## src/cmd_defs.svh

```systemverilog
// Purpose: Constants for the comparator mode register block
// Assumes: 8-bit special-function register bus
// Notes:   Included by the package and the design modules
`ifndef CMD_DEFS_SVH
`define CMD_DEFS_SVH

`define CMD_MODE_ADDR     8'h9d
`define CMD_MODE_RESET    8'h02
`define CMD_SPEED_RESET   2'h2
`define CMD_BIT_LATCHED   7
`define CMD_BIT_POLARITY  6
`define CMD_BIT_RISE_IE   5
`define CMD_BIT_FALL_IE   4
`define CMD_ROUTE_HI      3
`define CMD_ROUTE_LO      2
`define CMD_SPEED_HI      1
`define CMD_SPEED_LO      0
`define CMD_SYNC_STAGES   2

`endif

```

## src/cmd_pkg.sv

```systemverilog
// Purpose: Types for the comparator mode register block
// Assumes: Constants come from cmd_defs.svh
// Notes:   Routing encodings follow the input routing field
`include "cmd_defs.svh"

package cmd_pkg;

   typedef enum logic [1:0] {
      CMD_ROUTE_MUX_MUX = 2'h0,
      CMD_ROUTE_MUX_GND = 2'h1,
      CMD_ROUTE_DAC_MUX = 2'h2,
      CMD_ROUTE_MUX_DAC = 2'h3
   } cmd_route_e;

   typedef enum logic [1:0] {
      CMD_SPEED_FASTEST = 2'h0,
      CMD_SPEED_FAST    = 2'h1,
      CMD_SPEED_SLOW    = 2'h2,
      CMD_SPEED_SLOWEST = 2'h3
   } cmd_speed_e;

endpackage

```

## src/cmd_mode_ctrl.sv

```systemverilog
// Purpose: Comparator mode register with edge flags, latch and routing
// Assumes: Raw comparator output arrives asynchronously; overflow pulse
//          from the counter array is on core_clk
// Notes:
// Function
// - Counter overflow samples the output into bit 7 until the next overflow or mode register write.
// - Bit 6 at 0 passes the comparator output as is, at 1 inverts it.
// - Rising-edge interrupts are allowed only while bit 5 is set.
// - Falling-edge interrupts are allowed only while bit 4 is set.
// - Routing 0 takes both inputs from the mux choices, DAC off.
// - Routing 1: positive choice, inverting input grounded, DAC off.
// - Routing 2: DAC on noninverting input, positive choice as reference.
// - Routing 3: DAC on inverting input, negative choice as reference.
// - Bits 1:0 select speed and power, 0 fastest and 3 slowest.
// - Each output transition sets its flag until software clears it.
// - Inversion acts right after the synchroniser so every consumer sees it.
`timescale 1ns/1ps
`include "cmd_defs.svh"

module cmd_mode_ctrl
   import cmd_pkg::*;
(
   // Clock and reset
   input  wire logic       core_clk,
   input  wire logic       rst,
   // Special-function register bus
   input  wire logic [7:0] sfr_addr,
   input  wire logic       sfr_wr,
   input  wire logic       sfr_rd,
   input  wire logic [7:0] sfr_wdata,
   output logic      [7:0] sfr_rdata,
   // Flag clears from the control register
   input  wire logic       rise_flag_clr,
   input  wire logic       fall_flag_clr,
   // Comparator core and counter array
   input  wire logic       comparator_raw,
   input  wire logic       counter_overflow,
   output logic            comparator_out,
   output logic            rise_edge_flag,
   output logic            fall_edge_flag,
   output logic            comparator_irq,
   // Analog routing and speed controls
   output logic            pos_from_mux,
   output logic            pos_from_dac,
   output logic            neg_from_mux,
   output logic            neg_to_ground,
   output logic            neg_from_dac,
   output logic            dac_enable,
   output logic            dac_ref_from_pos,
   output logic            dac_ref_from_neg,
   output logic      [1:0] speed_power_select
);

   // ------------------------------------------------------------
   // Register state
   // ------------------------------------------------------------
   logic       overflow_sampled_output_q;
   logic       output_polarity_flip_q;
   logic       rise_irq_enable_q;
   logic       fall_irq_enable_q;
   cmd_route_e input_routing_select_q;
   logic [1:0] speed_power_q;
   logic       raw_sync;
   logic       cmp_now;
   logic       cmp_prev_q;
   logic       prev_valid_q;
   logic       mode_hit;

   function automatic logic addr_hit(input logic [7:0] a);
      addr_hit = (a == `CMD_MODE_ADDR);
   endfunction

   assign mode_hit = addr_hit(sfr_addr);

   cmd_sync #(
      .STAGES (`CMD_SYNC_STAGES)
   ) u_sync (
      .core_clk (core_clk),
      .rst      (rst),
      .async_in (comparator_raw),
      .sync_out (raw_sync)
   );

   // Polarity applied once for all consumers
   assign cmp_now = raw_sync ^ output_polarity_flip_q;

   // ------------------------------------------------------------
   // Mode register write
   // ------------------------------------------------------------
   always_ff @(posedge core_clk) begin
      if (rst) begin
         output_polarity_flip_q <= 1'b0;
         rise_irq_enable_q      <= 1'b0;
         fall_irq_enable_q      <= 1'b0;
         input_routing_select_q <= CMD_ROUTE_MUX_MUX;
         speed_power_q          <= `CMD_SPEED_RESET;
      end else if (sfr_wr && mode_hit) begin
         output_polarity_flip_q <= sfr_wdata[`CMD_BIT_POLARITY];
         rise_irq_enable_q      <= sfr_wdata[`CMD_BIT_RISE_IE];
         fall_irq_enable_q      <= sfr_wdata[`CMD_BIT_FALL_IE];
         input_routing_select_q <=
            cmd_route_e'(sfr_wdata[`CMD_ROUTE_HI:`CMD_ROUTE_LO]);
         speed_power_q <= sfr_wdata[`CMD_SPEED_HI:`CMD_SPEED_LO];
      end
   end

   // ------------------------------------------------------------
   // Latched output: overflow sample wins over a software write
   // ------------------------------------------------------------
   always_ff @(posedge core_clk) begin
      if (rst) begin
         overflow_sampled_output_q <= 1'b0;
      end else if (counter_overflow) begin
         overflow_sampled_output_q <= cmp_now;
      end else if (sfr_wr && mode_hit) begin
         overflow_sampled_output_q <= sfr_wdata[`CMD_BIT_LATCHED];
      end
   end

   // ------------------------------------------------------------
   // Edge flags: set wins over clear
   // ------------------------------------------------------------
   always_ff @(posedge core_clk) begin
      if (rst) begin
         cmp_prev_q   <= 1'b0;
         prev_valid_q <= 1'b0;
      end else begin
         cmp_prev_q   <= cmp_now;
         prev_valid_q <= 1'b1;
      end
   end

   always_ff @(posedge core_clk) begin
      if (rst) begin
         rise_edge_flag <= 1'b0;
         fall_edge_flag <= 1'b0;
      end else begin
         if (prev_valid_q && cmp_now && !cmp_prev_q) begin
            rise_edge_flag <= 1'b1;
         end else if (rise_flag_clr) begin
            rise_edge_flag <= 1'b0;
         end
         if (prev_valid_q && !cmp_now && cmp_prev_q) begin
            fall_edge_flag <= 1'b1;
         end else if (fall_flag_clr) begin
            fall_edge_flag <= 1'b0;
         end
      end
   end

   // ------------------------------------------------------------
   // Interrupt request and comparator output
   // ------------------------------------------------------------
   always_ff @(posedge core_clk) begin
      if (rst) begin
         comparator_irq <= 1'b0;
         comparator_out <= 1'b0;
      end else begin
         // Enables gate flags as registered this cycle
         comparator_irq <=
            (rise_edge_flag && rise_irq_enable_q) ||
            (fall_edge_flag && fall_irq_enable_q);
         comparator_out <= cmp_now;
      end
   end

   // ------------------------------------------------------------
   // Analog routing decode
   // ------------------------------------------------------------
   always_ff @(posedge core_clk) begin
      if (rst) begin
         pos_from_mux     <= 1'b1;
         pos_from_dac     <= 1'b0;
         neg_from_mux     <= 1'b1;
         neg_to_ground    <= 1'b0;
         neg_from_dac     <= 1'b0;
         dac_enable       <= 1'b0;
         dac_ref_from_pos <= 1'b0;
         dac_ref_from_neg <= 1'b0;
      end else begin
         case (input_routing_select_q)
            CMD_ROUTE_MUX_MUX: begin
               pos_from_mux     <= 1'b1;
               pos_from_dac     <= 1'b0;
               neg_from_mux     <= 1'b1;
               neg_to_ground    <= 1'b0;
               neg_from_dac     <= 1'b0;
               dac_enable       <= 1'b0;
               dac_ref_from_pos <= 1'b0;
               dac_ref_from_neg <= 1'b0;
            end
            CMD_ROUTE_MUX_GND: begin
               pos_from_mux     <= 1'b1;
               pos_from_dac     <= 1'b0;
               neg_from_mux     <= 1'b0;
               neg_to_ground    <= 1'b1;
               neg_from_dac     <= 1'b0;
               dac_enable       <= 1'b0;
               dac_ref_from_pos <= 1'b0;
               dac_ref_from_neg <= 1'b0;
            end
            CMD_ROUTE_DAC_MUX: begin
               pos_from_mux     <= 1'b0;
               pos_from_dac     <= 1'b1;
               neg_from_mux     <= 1'b1;
               neg_to_ground    <= 1'b0;
               neg_from_dac     <= 1'b0;
               dac_enable       <= 1'b1;
               dac_ref_from_pos <= 1'b1;
               dac_ref_from_neg <= 1'b0;
            end
            default: begin
               pos_from_mux     <= 1'b1;
               pos_from_dac     <= 1'b0;
               neg_from_mux     <= 1'b0;
               neg_to_ground    <= 1'b0;
               neg_from_dac     <= 1'b1;
               dac_enable       <= 1'b1;
               dac_ref_from_pos <= 1'b0;
               dac_ref_from_neg <= 1'b1;
            end
         endcase
      end
   end

   // ------------------------------------------------------------
   // Speed field and read data
   // ------------------------------------------------------------
   always_ff @(posedge core_clk) begin
      if (rst) begin
         speed_power_select <= `CMD_SPEED_RESET;
         sfr_rdata          <= 8'h00;
      end else begin
         speed_power_select <= speed_power_q;
         if (sfr_rd && mode_hit) begin
            sfr_rdata <= {overflow_sampled_output_q, output_polarity_flip_q,
                          rise_irq_enable_q, fall_irq_enable_q,
                          input_routing_select_q, speed_power_q};
         end else begin
            sfr_rdata <= 8'h00;
         end
      end
   end

endmodule

```

## src/cmd_sync.sv

```systemverilog
// Purpose: Two-flop synchroniser for asynchronous single-bit inputs
// Assumes: One clock, synchronous active-high reset
// Notes:   Only the last stage may be read by logic
`timescale 1ns/1ps
`include "cmd_defs.svh"

module cmd_sync
   import cmd_pkg::*;
#(
   parameter int STAGES = `CMD_SYNC_STAGES
) (
   // Clock and reset
   input  wire logic core_clk,
   input  wire logic rst,
   // Data
   input  wire logic async_in,
   output logic      sync_out
);

   logic [STAGES-1:0] chain_q;

   always_ff @(posedge core_clk) begin
      if (rst) begin
         chain_q <= '0;
      end else begin
         chain_q <= {chain_q[STAGES-2:0], async_in};
      end
   end

   assign sync_out = chain_q[STAGES-1];

endmodule

```

## config.mk

```make
export PLATFORM = sky130hd
export DESIGN_NAME = cmd_mode_ctrl
export DESIGN_NICKNAME = d
export VERILOG_FILES = /design/src/cmd_pkg.sv /design/src/cmd_mode_ctrl.sv /design/src/cmd_sync.sv
export VERILOG_INCLUDE_DIRS = /design/src
export SDC_FILE = /design/constraint.sdc
export NUM_CORES = 1
export LEC_CHECK = 0
export BUFFER_PORTS_ARGS = -buffer_cell sky130_fd_sc_hd__buf_4
export CORE_ASPECT_RATIO = 0.8
export CORE_MARGIN = 1
export CORE_UTILIZATION = 40
export DETAILED_ROUTE_END_ITERATION = 8
export HOLD_SLACK_MARGIN = 0.03
export PLACE_DENSITY = 0.72
export SYNTH_ARGS = -nofsm -noshare
export SYNTH_HDL_FRONTEND = slang
export SYNTH_SLANG_ARGS = --single-unit
```

## constraint.sdc

```tcl
create_clock -name core_clk -period 1.6 [get_ports core_clk]
set_clock_uncertainty 0.15 [all_clocks]
set_input_delay 0.32 -clock core_clk [delete_from_list [all_inputs] [get_ports core_clk]]
set_output_delay 0.32 -clock core_clk [all_outputs]
set_load 0.02 [all_outputs]
```

### Word level (Yosys, flattened, before mapping)

Cells that the tools add are included.

| operators by class | value |
|---|---|
| add/subtract/negate cells | 0 |
| multipliers | 0 |
| div/mod/pow operators | 0 |
| order comparisons | 0 |
| equal/unequal tests | 3 |
| shift-type cells | 0 |
| muxes and demuxes | 13 |
| bitwise logic cells | 2 |
| reductions and logical operators | 19 |

Operator list:

| operator | number |
|---|---|
| 1-bit two-way mux | 13 |
| 8-bit == test (second input constant) | 1 |
| 1-bit logical AND | 8 |
| 2-bit nonzero test | 3 |
| 2-bit OR reduction | 3 |
| 3-bit OR reduction | 1 |
| 2-bit by 1-bit == test with 1-bit output (second input constant) | 1 |
| 2-bit == test (second input constant) | 1 |
| 1-bit zero test | 2 |
| 2-bit zero test | 1 |
| 1-bit logical OR | 1 |
| 1-bit inverter | 1 |
| 1-bit bitwise XOR | 1 |

| word-level totals | value |
|---|---|
| register bits after elaboration | 31 |
| latch bits | 0 |
| bits in writable memories | 0 |
| memory bits (read-only) | 0 |
| input port bits | 24 |
| output and inout port bits | 22 |
| word-level logic and storage cells | 57 |
| memories kept | 0 |

### Logic depth before layout (Yosys ltp)

Gate-level depths: netlist of the first run.

| depth | value |
|---|---|
| depth in word-level cells | 5 |
| mapped depth | 5 |
| depth with buffers taken out | 5 |

### Hierarchy

A second synthesis of the first run with hierarchy kept.

| second synthesis, totals | value |
|---|---|
| cells, all modules | 94 |
| area, all modules | 1046.0 µm² |

Modules (own cells, without submodules):

| module | instances | cells an instance | area each (µm²) |
|---|---|---|---|
| cmd_mode_ctrl | 1 | 90 | 993.5 |
| cmd_sync | 1 | 4 | 52.6 |

### Worst setup path after synthesis of the first run

No wires, ideal clock.

| timing path | value |
|---|---|
| path type | input-to-reg |
| start | input sfr_addr[6] |
| end | register speed_power_q[0] |
| library setup time | 121 ps |
| data arrival time | 1268 ps |
| path slack | 60 ps |
| stages on the path | 3 |
| buffers on the path | 0 |
| path through | nand4bb_4 -> nor3_4 -> mux2_4 |

| between the ends | value |
|---|---|
| cells in the longest elaborated chain, start to end | 2 |

RTL lines:

| what | line | source |
|---|---|---|
| start, declared | cmd_mode_ctrl.sv:27 | `input wire logic [7:0] sfr_addr,` |
| 8-bit == test (no line) | - |  |
| 1-bit logical AND | cmd_mode_ctrl.sv:97 | `end else if (sfr_wr && mode_hit) begin` |
| end signal, assigned | cmd_mode_ctrl.sv:96 | `` speed_power_q <= `CMD_SPEED_RESET; `` |
| end signal, assigned | cmd_mode_ctrl.sv:103 | `` speed_power_q <= sfr_wdata[`CMD_SPEED_HI:`CMD_SPEED_LO]; `` |
| end, declared | cmd_mode_ctrl.sv:62 | `logic [1:0] speed_power_q;` |

Every way passes these cells.
A chain may end at the register's enable or synchronous reset.

### Worst setup path after layout of the first run

| timing path | value |
|---|---|
| start | register fall_edge_flag |
| end | output fall_edge_flag |

RTL lines:

| what | line | source |
|---|---|---|
| start, declared | cmd_mode_ctrl.sv:40 | `output logic fall_edge_flag,` |
| start signal, assigned | cmd_mode_ctrl.sv:136 | `fall_edge_flag <= 1'b0;` |
| start signal, assigned | cmd_mode_ctrl.sv:144 | `fall_edge_flag <= 1'b1;` |
| start signal, assigned | cmd_mode_ctrl.sv:146 | `fall_edge_flag <= 1'b0;` |

No word-level cell between the ends.

==> impl_metrics.csv, run 1 <==
group,metric,value,unit
run_status,status,"finished clean",
logic_synthesis,syn_area_per_cell,11.1,um^2
grt,met2_usage,0.268,
cells_and_area,seq_area,621,um^2
logic_synthesis,synth_warnings,0,
grt,antenna_found_initial,0,
floorplan,fp.dieArea,0.00282,mm^2
clock_tree,clk_latency,0.32,ns
grt,grt.overflow.total,0,
grt,grt_use_met3,0.0892,
cells_and_area,area_delta_synth_final,41.3,%
timing,layout_worst_path_cycle_share,0.837,
route,first_iter_violations,1,
timing,rsz0062_at_grt,"false",
timing,fin_hold_ws,0.0519,ns
route,via_count,772,
placement,dpl_cell_area,0.00142,mm^2
clock_tree,cts_buffers,5,
cells_and_area,design_area,0.00148,mm^2
logic_synthesis,syn_area,0.00104,mm^2
clock_tree,cts_buffer_depth,2,
clock_tree,cts.sink_count,31,
grt,grt_start_max_net_pins,14,
floorplan,rows,16,
worst_setup_path,crit_start,"fall_edge_flag$_SDFFE_PP0P_",
logic_synthesis,synth_top_area_share,0.594,
clock_tree,hold_buffers,0,
pwr,total_leakage_power,0.000685,uW
pwr,peakVddDrop,0.559,mV
timing,finalWorstSetupSlack,0.261,ns
worst_setup_path,slowest_stage,"dfxtp_1",
timing,setup-tns-final,0,ns
placement,dp_slack,0.0501,ns
floorplan,core_area,0.00246,mm^2
clock_tree,cts_tree,"yes",
hold_path,min-delay-path-class,"input port to register",
timing,fmax,0.747,GHz
cells_and_area,diodes,0,
timing,relSlewSlack,0.742,
worst_setup_path,worstSetupPathType,"register to output port",
worst_setup_path,crit_required,1.13,ns
logic_synthesis,synth_cell_types,25,
logic_synthesis,yosysTopAreaCell,"dfxtp_1",
cells_and_area,nNetsFinal,168,
worst_setup_path,reg2reg_to,"rise_edge_flag$_SDFFE_PP0P_",
pwr,power_density,885,mW/mm^2
cells_and_area,multiInputGateArea,379,um^2
grt,busiest_layer,"met2",
logic_synthesis,yosysSeqAreaShare,0.594,
floorplan,start_util,0.424,
route,via_per_inst,4.29,
grt,grt_pass1_vias,651,
worst_setup_path,worstPathMaxFanout,3,
run,maxCapViolations,0,
clock_tree,path_clk_slew,0.09,ns
route,wl,1940,um
logic_synthesis,syn_nets,118,
floorplan,die_x,59.1,um
clock_tree,cts_root_buf,"clkbuf_4",
timing,finalSetupViolations,0,
worst_setup_path,crit_chain,"buf_4",
worst_setup_path,cpLargestDelayFamily,"flip-flops",
logic_synthesis,synthTopCellsByArea,"dfxtp_1 59%, mux2i_1 5.7%, and2_1 4.8%",
route,drtPass1Iterations,3,
hold_path,worstHoldEndpoint,"u_sync.chain_q[0]$_SDFF_PP0_",
logic_synthesis,ys_ff_latch,31,
placement,io_buffer_count,45,
worst_setup_path,ff2ff_path_depth,3,
route,ant_nets,0,
worst_setup_path,worstPathArrival,0.87,ns
timing,drv_slew,0,
worst_setup_path,critPathMaxStageDelay,0.39,ns
worst_setup_path,cp_num_buf_inv,1,
route,wire_per_inst,10.8,um
timing,layout_min_cycle_time,1.34,ns
clock_tree,htree_levels,2,
timing,worst_pin_slew,0.384,ns
worst_setup_path,cp-start-kind,"register",
worst_setup_path,end_kind,"output port",
worst_setup_path,reg2reg_from,"output_polarity_flip_q$_SDFFE_PP0P_",
cells_and_area,drive_above_1_share,0.417,
floorplan,die_h,47.7,um
timing,finalHoldViolations,0,
logic_synthesis,syn_inst,94,
clock_tree,postCtsSetupBuffers,0,
cells_and_area,n_fill_cell,229,
hold_path,whs_path_depth,2,
placement,gp_congestion,0.673,
hold_path,hold_path_startpoint,"comparator_raw",
cells_and_area,fin_util,0.600,
worst_setup_path,r2r_setup_slack,0.31,ns
clock_tree,ctsResizeCount,0,
grt,grt_util_all_layers,0.154,
floorplan,ios,46,
route,drc,0,
grt,grt_pass1_wl,2890,um
placement,dp_hpwl,1470,um
grt,use_met1,0.159,
-- power breakdown --
part,switching (uW),internal (uW),total (uW)
registers,3.33,778,781
clock network,236,203,439
logic,33.6,52.1,85.7
total,273,1030,1310
-- area by class of cell --
cell class,count,share of cell area
sequential,31,0.420
multi-input combinational,53,0.257
timing repair buffer,47,0.239
clock buffer,6,0.0347
tap,36,0.0305
inverter,6,0.0153
clock inverter,1,0.00339
-- per-stage QoR --
step | cells | total power (uW)
4_1_cts | 180 | 1320
3_5_place_dp | 173 | 886
6_report | 180 | 1310
2_1_floorplan | 94 | 831
5_1_grt | 180 | 1370
3_3_place_gp | 173 | 884
-- worst register-to-register path, stage by stage, from the launching register on --
cell,delay [ns]
dfxtp_1,0.34
xnor2_1,0.19
or3b_1,0.38
a21oi_1,0.16
-- worst max-delay path by stage --
stage / to / slack [ns] / depth (start not counted)
5_1_grt: fall_edge_flag / 0.23 / 1
2_1_floorplan: speed_power_q[0]$_SDFFE_PP0P_ / 0.06 / 3
3_3_place_gp: input_routing_select_q[0]$_SDFFE_PP0P_ / 0.12 / 5
3_5_place_dp: rise_irq_enable_q$_SDFFE_PP0P_ / 0.05 / 5
4_1_cts: fall_edge_flag / 0.25 / 1
6_report: fall_edge_flag / 0.26 / 1
-- cells by family after synthesis --
group | synth area share
and+or+nand+nor | 0.250
xor gates and xnor gates | 0.00838
muxes | 0.0719
AOI/OAI and AO/OA | 0.0323
DFF | 0.594
buffers and inverters | 0.0431
-- sequential cells by signal, summed over array words and instances, names as in the netlist, 2 cells and up --
signal,flops
sfr_rdata,8
input_routing_select_q,2
u_sync.chain_q,2
speed_power_q,2
speed_power_select,2
-- cells in the final DEF (no fill, tap or decap), drive strengths merged --
master   instances
nor3             1
clkbuf           6
a22oi            1
nor2             8
xnor2            1
and2             8
nand4bb          1
a21oi            2
inv              6
o31ai            1
and3             1
nand2b           2
buf             47
nand2           10
nor4b            2
clkinv           1
dfxtp           31
and3b            1
mux2i            6
nor2b            4
or3b             1
mux2             1
a32oi            1
nand4b           1
-- routing by layer --
metal / vias up / share of wire
met1: 335 / 0.40
met2: 32 / 0.50
met5: - / 0
li1: 403 / -
met3: 2 / 0.091
met4: 0 / 0.0083
-- synth_stat cells --
cell type and number:
clkbuf_1 2, and2_1 8, dfxtp_1 31, and3b_1 1
and3_1 1, nand4bb_4 1, o31ai_1 1, buf_4 2
inv_2 1, or3b_1 1, nor4b_2 1, a21oi_1 2
mux2i_1 6, nor2_1 8, a32oi_1 1, a22oi_1 1
nor2b_1 4, nor4b_1 1, mux2_4 1, inv_1 5
xnor2_1 1, nor3_4 1, nand2b_1 2, nand2_1 10
nand4b_2 1
Note: power is estimated with default switching activity, not from simulation.
==> run 2, diff against run 1 <==
Settings changed: CORE_UTILIZATION 40 to 45, PLACE_DENSITY 0.72 to 0.77.
Clock period 1.6 ns to 1.35 ns, I/O delays scaled along.
==> run 2 against run 1 <==
- cell area is 1.1% higher
- via count is 4.0% higher
- clock power is 37% higher
- worst hold slack worse by 0.0064 ns
- critical path type is now register to register
- largest cell class unchanged
==> impl_metrics.csv, run 2 (synthesis gave the netlist of run 1 again) <==
group,metric,value,unit
run_status,status,"finished clean",
grt,met2_usage,0.320,
worst_setup_path,cp-start-kind,"register",
worst_setup_path,crit_required,1.46,ns
timing,relSlewSlack,0.729,
timing,layout_worst_path_cycle_share,0.964,
worst_setup_path,end_kind,"register",
clock_tree,cts.sink_count,31,
grt,grt_use_met3,0.0888,
route,wire_per_inst,12.3,um
timing,fin_hold_ws,0.0456,ns
timing,finalSetupViolations,0,
run,maxCapViolations,0,
grt,grt_pass1_wl,3440,um
cells_and_area,final_cell_mix,"48 x buf_4, 31 x dfxtp_1, 10 x nand2_1",
grt,grt_pass1_vias,791,
cells_and_area,regMostFlops,"sfr_rdata",
floorplan,die_x,55.9,um
pwr,peakVddDrop,0.839,mV
hold_path,min-delay-path-class,"input port to register",
clock_tree,path_clk_slew,0.09,ns
route,first_iter_violations,7,
placement,dp_cells,163,
grt,busiest_layer,"met2",
clock_tree,ctsResizeCount,0,
floorplan,fp.dieArea,0.00252,mm^2
clock_tree,cts_tree,"yes",
timing,layout_min_cycle_time,1.30,ns
floorplan,core_area,0.00218,mm^2
route,via_per_inst,4.67,
worst_setup_path,worstPathArrival,1.41,ns
cells_and_area,drive_above_1_share,0.415,
route,ant_nets,0,
cells_and_area,n_fill_cell,195,
floorplan,die_h,45.1,um
clock_tree,postCtsSetupBuffers,0,
cells_and_area,diodes,0,
grt,grt.overflow.total,0,
placement,dpl_cell_area,0.00141,mm^2
timing,rsz0062_at_grt,"false",
grt,antenna_found_initial,0,
cells_and_area,fin_util,0.686,
worst_setup_path,worstSetupPathType,"register to register",
placement,gp_congestion,0.648,
worst_setup_path,worstPathMaxFanout,4,
route,wl,2110,um
grt,grt_util_all_layers,0.189,
cells_and_area,design_area,0.00149,mm^2
timing,drv_slew,0,
placement,io_buffer_count,45,
clock_tree,htree_levels,2,
cells_and_area,area_delta_synth_final,42.9,%
pwr,total_leakage_power,0.000698,uW
floorplan,start_util,0.480,
cells_and_area,nNetsFinal,170,
route,via_count,803,
grt,use_met1,0.208,
route,drc,0,
cells_and_area,largest_register_ffs,8,
floorplan,ios,46,
cells_and_area,instances_no_fill,172,
timing,finalHoldViolations,0,
floorplan,rows,15,
cells_and_area,layout.cells.most_common,"buf_4",
timing,fmax,0.769,GHz
route,drtPass1Iterations,4,
clock_tree,cts_buffers,5,
clock_tree,clk_latency,0.32,ns
pwr,power_density,1100,mW/mm^2
pwr,power,1640,uW
timing,worst_pin_slew,0.404,ns
clock_tree,cts_root_buf,"clkbuf_4",
grt,grt_start_max_net_pins,14,
clock_tree,cts_buffer_depth,2,
-- run 2: repair_timing --
action	CTS	global route
hold endpoints to repair	1	0
hold buffers	1	0
endpoints found under the setup margin	0	0
-- run 2: power by group --
group | leakage [uW] | switching (uW) | total, uW | internal (uW)
clock | 0.0000386 | 296 | 602 | 306
combinational | 0.000408 | 41.9 | 107 | 65.6
sequential | 0.000251 | 3.87 | 926 | 922
-- run 2: worst paths after layout --
check	endpoint	depth (start not counted)	from	slack, ns
worst max-delay path	rise_edge_flag$_SDFFE_PP0P_	3	output_polarity_flip_q$_SDFFE_PP0P_	0.05
worst min-delay path	output_polarity_flip_q$_SDFFE_PP0P_	3	sfr_wdata[6]	0.05
worst max register to register	rise_edge_flag$_SDFFE_PP0P_	3	output_polarity_flip_q$_SDFFE_PP0P_	0.05
worst min register to register	u_sync.chain_q[1]$_SDFF_PP0_	1	u_sync.chain_q[0]$_SDFF_PP0_	0.31
-- run 2: final cells by class --
cell class | count | area [um^2] | area share
Inverter | 6 | 22.5 | 0.0151
Sequential cell | 31 | 621 | 0.416
Timing Repair Buffer | 49 | 370 | 0.248
Multi-Input combinational cell | 53 | 379 | 0.254
Tap cell | 25 | 31.3 | 0.0210
Clock buffer | 8 | 68.8 | 0.0461
-- run 2: worst max-delay path: stages, from the launching register on --
cell and delay [ns]:
dfxtp_1 0.34, xnor2_1 0.20, or3b_1 0.39, a21oi_1 0.15
-- run 2: stage by stage --
step                setup slack, ns  setup TNS [ns]
floorplan                    -0.140          -0.140
global placement            -0.0794           -1.07
detailed placement           -0.135           -1.44
CTS                          0.0547               0
global route                0.00669               0
finish                       0.0490               0
-- run 2: metal layers --
| metal | routed length (um) | vias to the layer above | part of all wire |
|---|---|---|---|
| li1 | - | 413 | - |
| met2 | 1030 | 31 | 0.49 |
| met4 | 38 | 0 | 0.018 |
| met5 | 0 | - | 0 |
| met3 | 160 | 5 | 0.076 |
| met1 | 882 | 354 | 0.42 |
==> run 3, diff against run 2 <==
Settings changed: CORE_UTILIZATION 45 to 47, CTS_BUF_LIST from default to sky130_fd_sc_hd__clkbuf_8, PLACE_DENSITY 0.77 to 0.8.
==> run 3 against run 2 <==
- total power is 0.79% higher
- die area decreased by 4.1%
- flip-flop and latch count unchanged
- sequential power barely moved
- non-clock buffer count unchanged
- wire length down 11%
- critical endpoint unchanged
- clock power rose by 2%
- combinational power about the same
- largest cell class unchanged
- critical path depth did not move
- worst hold slack improved by 0.023 ns
- fmax is 6.4% higher
- clock-buffer cell count down 3
- largest power group unchanged
==> impl_metrics.csv, run 3 (synthesis gave the netlist of run 1 again) <==
group,metric,value,unit
worst_setup_path,worstPathArrival,1.28,ns
grt,grt_pass1_vias,722,
cells_and_area,nNetsFinal,170,
hold_path,min-delay-path-class,"input port to register",
clock_tree,cts_root_buf,"clkbuf_8",
cells_and_area,largest_register_ffs,8,
floorplan,core_area,0.00198,mm^2
pwr,power_density,1100,mW/mm^2
pwr,peakVddDrop,1.01,mV
worst_setup_path,critPathMaxStageDelay,0.37,ns
clock_tree,hold_buffers,0,
grt,antenna_found_initial,0,
placement,dp_hpwl,1450,um
route,wl,1880,um
cells_and_area,regMostFlops,"sfr_rdata",
placement,io_buffer_count,45,
clock_tree,clk_latency,0.27,ns
placement,dpl_cell_area,0.00142,mm^2
grt,grt_start_max_net_pins,10,
timing,finalSetupViolations,0,
cells_and_area,layout.cells.most_common,"buf_4",
timing,finalWorstSetupSlack,0.127,ns
timing,worst_pin_slew,0.333,ns
worst_setup_path,cpLargestDelayFamily,"simple AND/OR/NAND/NOR gates",
timing,relSlewSlack,0.776,
grt,grt_pass1_wl,2950,um
placement,dp_slack,-0.125,ns
route,drtPass1Iterations,4,
pwr,total_leakage_power,0.000701,uW
route,wire_per_inst,11.1,um
run_status,status,"finished clean",
grt,grt.overflow.total,0,
timing,finalHoldViolations,0,
timing,layout_worst_path_cycle_share,0.906,
cells_and_area,design_area,0.00149,mm^2
floorplan,ios,46,
worst_setup_path,end_kind,"register",
clock_tree,postCtsSetupBuffers,0,
floorplan,fp.dieArea,0.00242,mm^2
route,ant_nets,0,
timing,drv_slew,0,
floorplan,die_x,54.7,um
placement,gp_congestion,0.808,
worst_setup_path,crit_chain,"xnor2_1 -> or3b_1 -> a21oi_1",
clock_tree,path_clk_slew,0.06,ns
clock_tree,cts_buffers,5,
worst_setup_path,slowest_stage,"or3b_1",
cells_and_area,final_cell_mix,"49 x buf_4, 31 x dfxtp_1, 10 x nand2_1",
timing,fmax,0.817,GHz
timing,rsz0062_at_grt,"false",
clock_tree,ctsResizeCount,0,
route,via_count,784,
route,via_per_inst,4.64,
worst_setup_path,cp_num_buf_inv,0,
floorplan,rows,14,
clock_tree,htree_levels,2,
cells_and_area,drive_above_1_share,0.414,
clock_tree,cts_tree,"yes",
route,first_iter_violations,5,
timing,layout_min_cycle_time,1.22,ns
cells_and_area,n_fill_cell,148,
cells_and_area,diodes,0,
worst_setup_path,worstSetupPathType,"register to register",
floorplan,start_util,0.528,
route,drc,0,
cells_and_area,area_delta_synth_final,42.9,%
worst_setup_path,cp-start-kind,"register",
clock_tree,cts.sink_count,31,
run,maxCapViolations,0,
clock_tree,cts_buffer_depth,2,
worst_setup_path,crit_required,1.40,ns
floorplan,die_h,44.2,um
grt,grt_util_all_layers,0.180,
worst_setup_path,worstPathMaxFanout,4,
run 3: changes by cell type in the layout (fill, tap and decap cells not counted):
cell           before  now
clkbuf_8            2    5
clkbuf_1            1    0
dlygate4sd3_1       1    0
buf_4              48   49
clkbuf_4            5    0
inv_1               5    6
run 3: area by class of cell:
class | instances | area (um^2) | area share
Sequential cell | 31 | 621 | 0.416
Timing Repair Buffer | 49 | 368 | 0.246
Tap cell | 24 | 30.0 | 0.0201
Clock buffer | 5 | 68.8 | 0.0461
Multi-Input combinational cell | 53 | 379 | 0.254
Clock inverter | 1 | 3.75 | 0.00251
Inverter | 6 | 22.5 | 0.0151
run 3: power breakdown:
group / switching [uW] / internal, uW / total (uW) / leakage [uW]
Sequential: 3.77 / 924 / 928 / 0.000251
Clock: 281 / 334 / 615 / 0.0000413
Combinational: 40.1 / 65.5 / 106 / 0.000409
run 3: per-stage QoR:
| step | std cells | hold slack [ns] | setup TNS [ns] | utilization | power [uW] |
|---|---|---|---|---|---|
| after global placement | 163 | 0.274 | -0.993 | 0.717 | 1050 |
| after detailed placement | 163 | 0.278 | -1.50 | 0.717 | 1050 |
| final | 169 | 0.0690 | 0 | 0.754 | 1650 |
| after global routing | 169 | 0.0950 | 0 | 0.754 | 1710 |
| after floorplan | 94 | 0.203 | -0.140 | - | 985 |
| after CTS | 169 | 0.0680 | 0 | 0.754 | 1660 |
run 3: final timing paths:
| path | startpoint | endpoint | slack [ns] | cells past startpoint |
|---|---|---|---|---|
| worst max-delay path | output_polarity_flip_q$_SDFFE_PP0P_ | rise_edge_flag$_SDFFE_PP0P_ | 0.13 | 3 |
| worst min-delay path | comparator_raw | u_sync.chain_q[0]$_SDFF_PP0_ | 0.07 | 2 |
| worst max register to register | output_polarity_flip_q$_SDFFE_PP0P_ | rise_edge_flag$_SDFFE_PP0P_ | 0.13 | 3 |
| worst min register to register | u_sync.chain_q[0]$_SDFF_PP0_ | u_sync.chain_q[1]$_SDFF_PP0_ | 0.29 | 1 |
run 3: metal layers:
| metal | track usage | share of wire | vias to the layer above |
|---|---|---|---|
| li1 | - | - | 404 |
| met5 | 0 | 0 | - |
| met3 | 0.0756 | 0.068 | 5 |
| met1 | 0.212 | 0.44 | 347 |
| met4 | 0.108 | 0.018 | 0 |
| met2 | 0.270 | 0.47 | 28 |
run 3: worst register-to-register path, cell delays in order (launching register included):
cell and delay (ns):
dfxtp_1 0.33, xnor2_1 0.18, or3b_1 0.37, a21oi_1 0.14
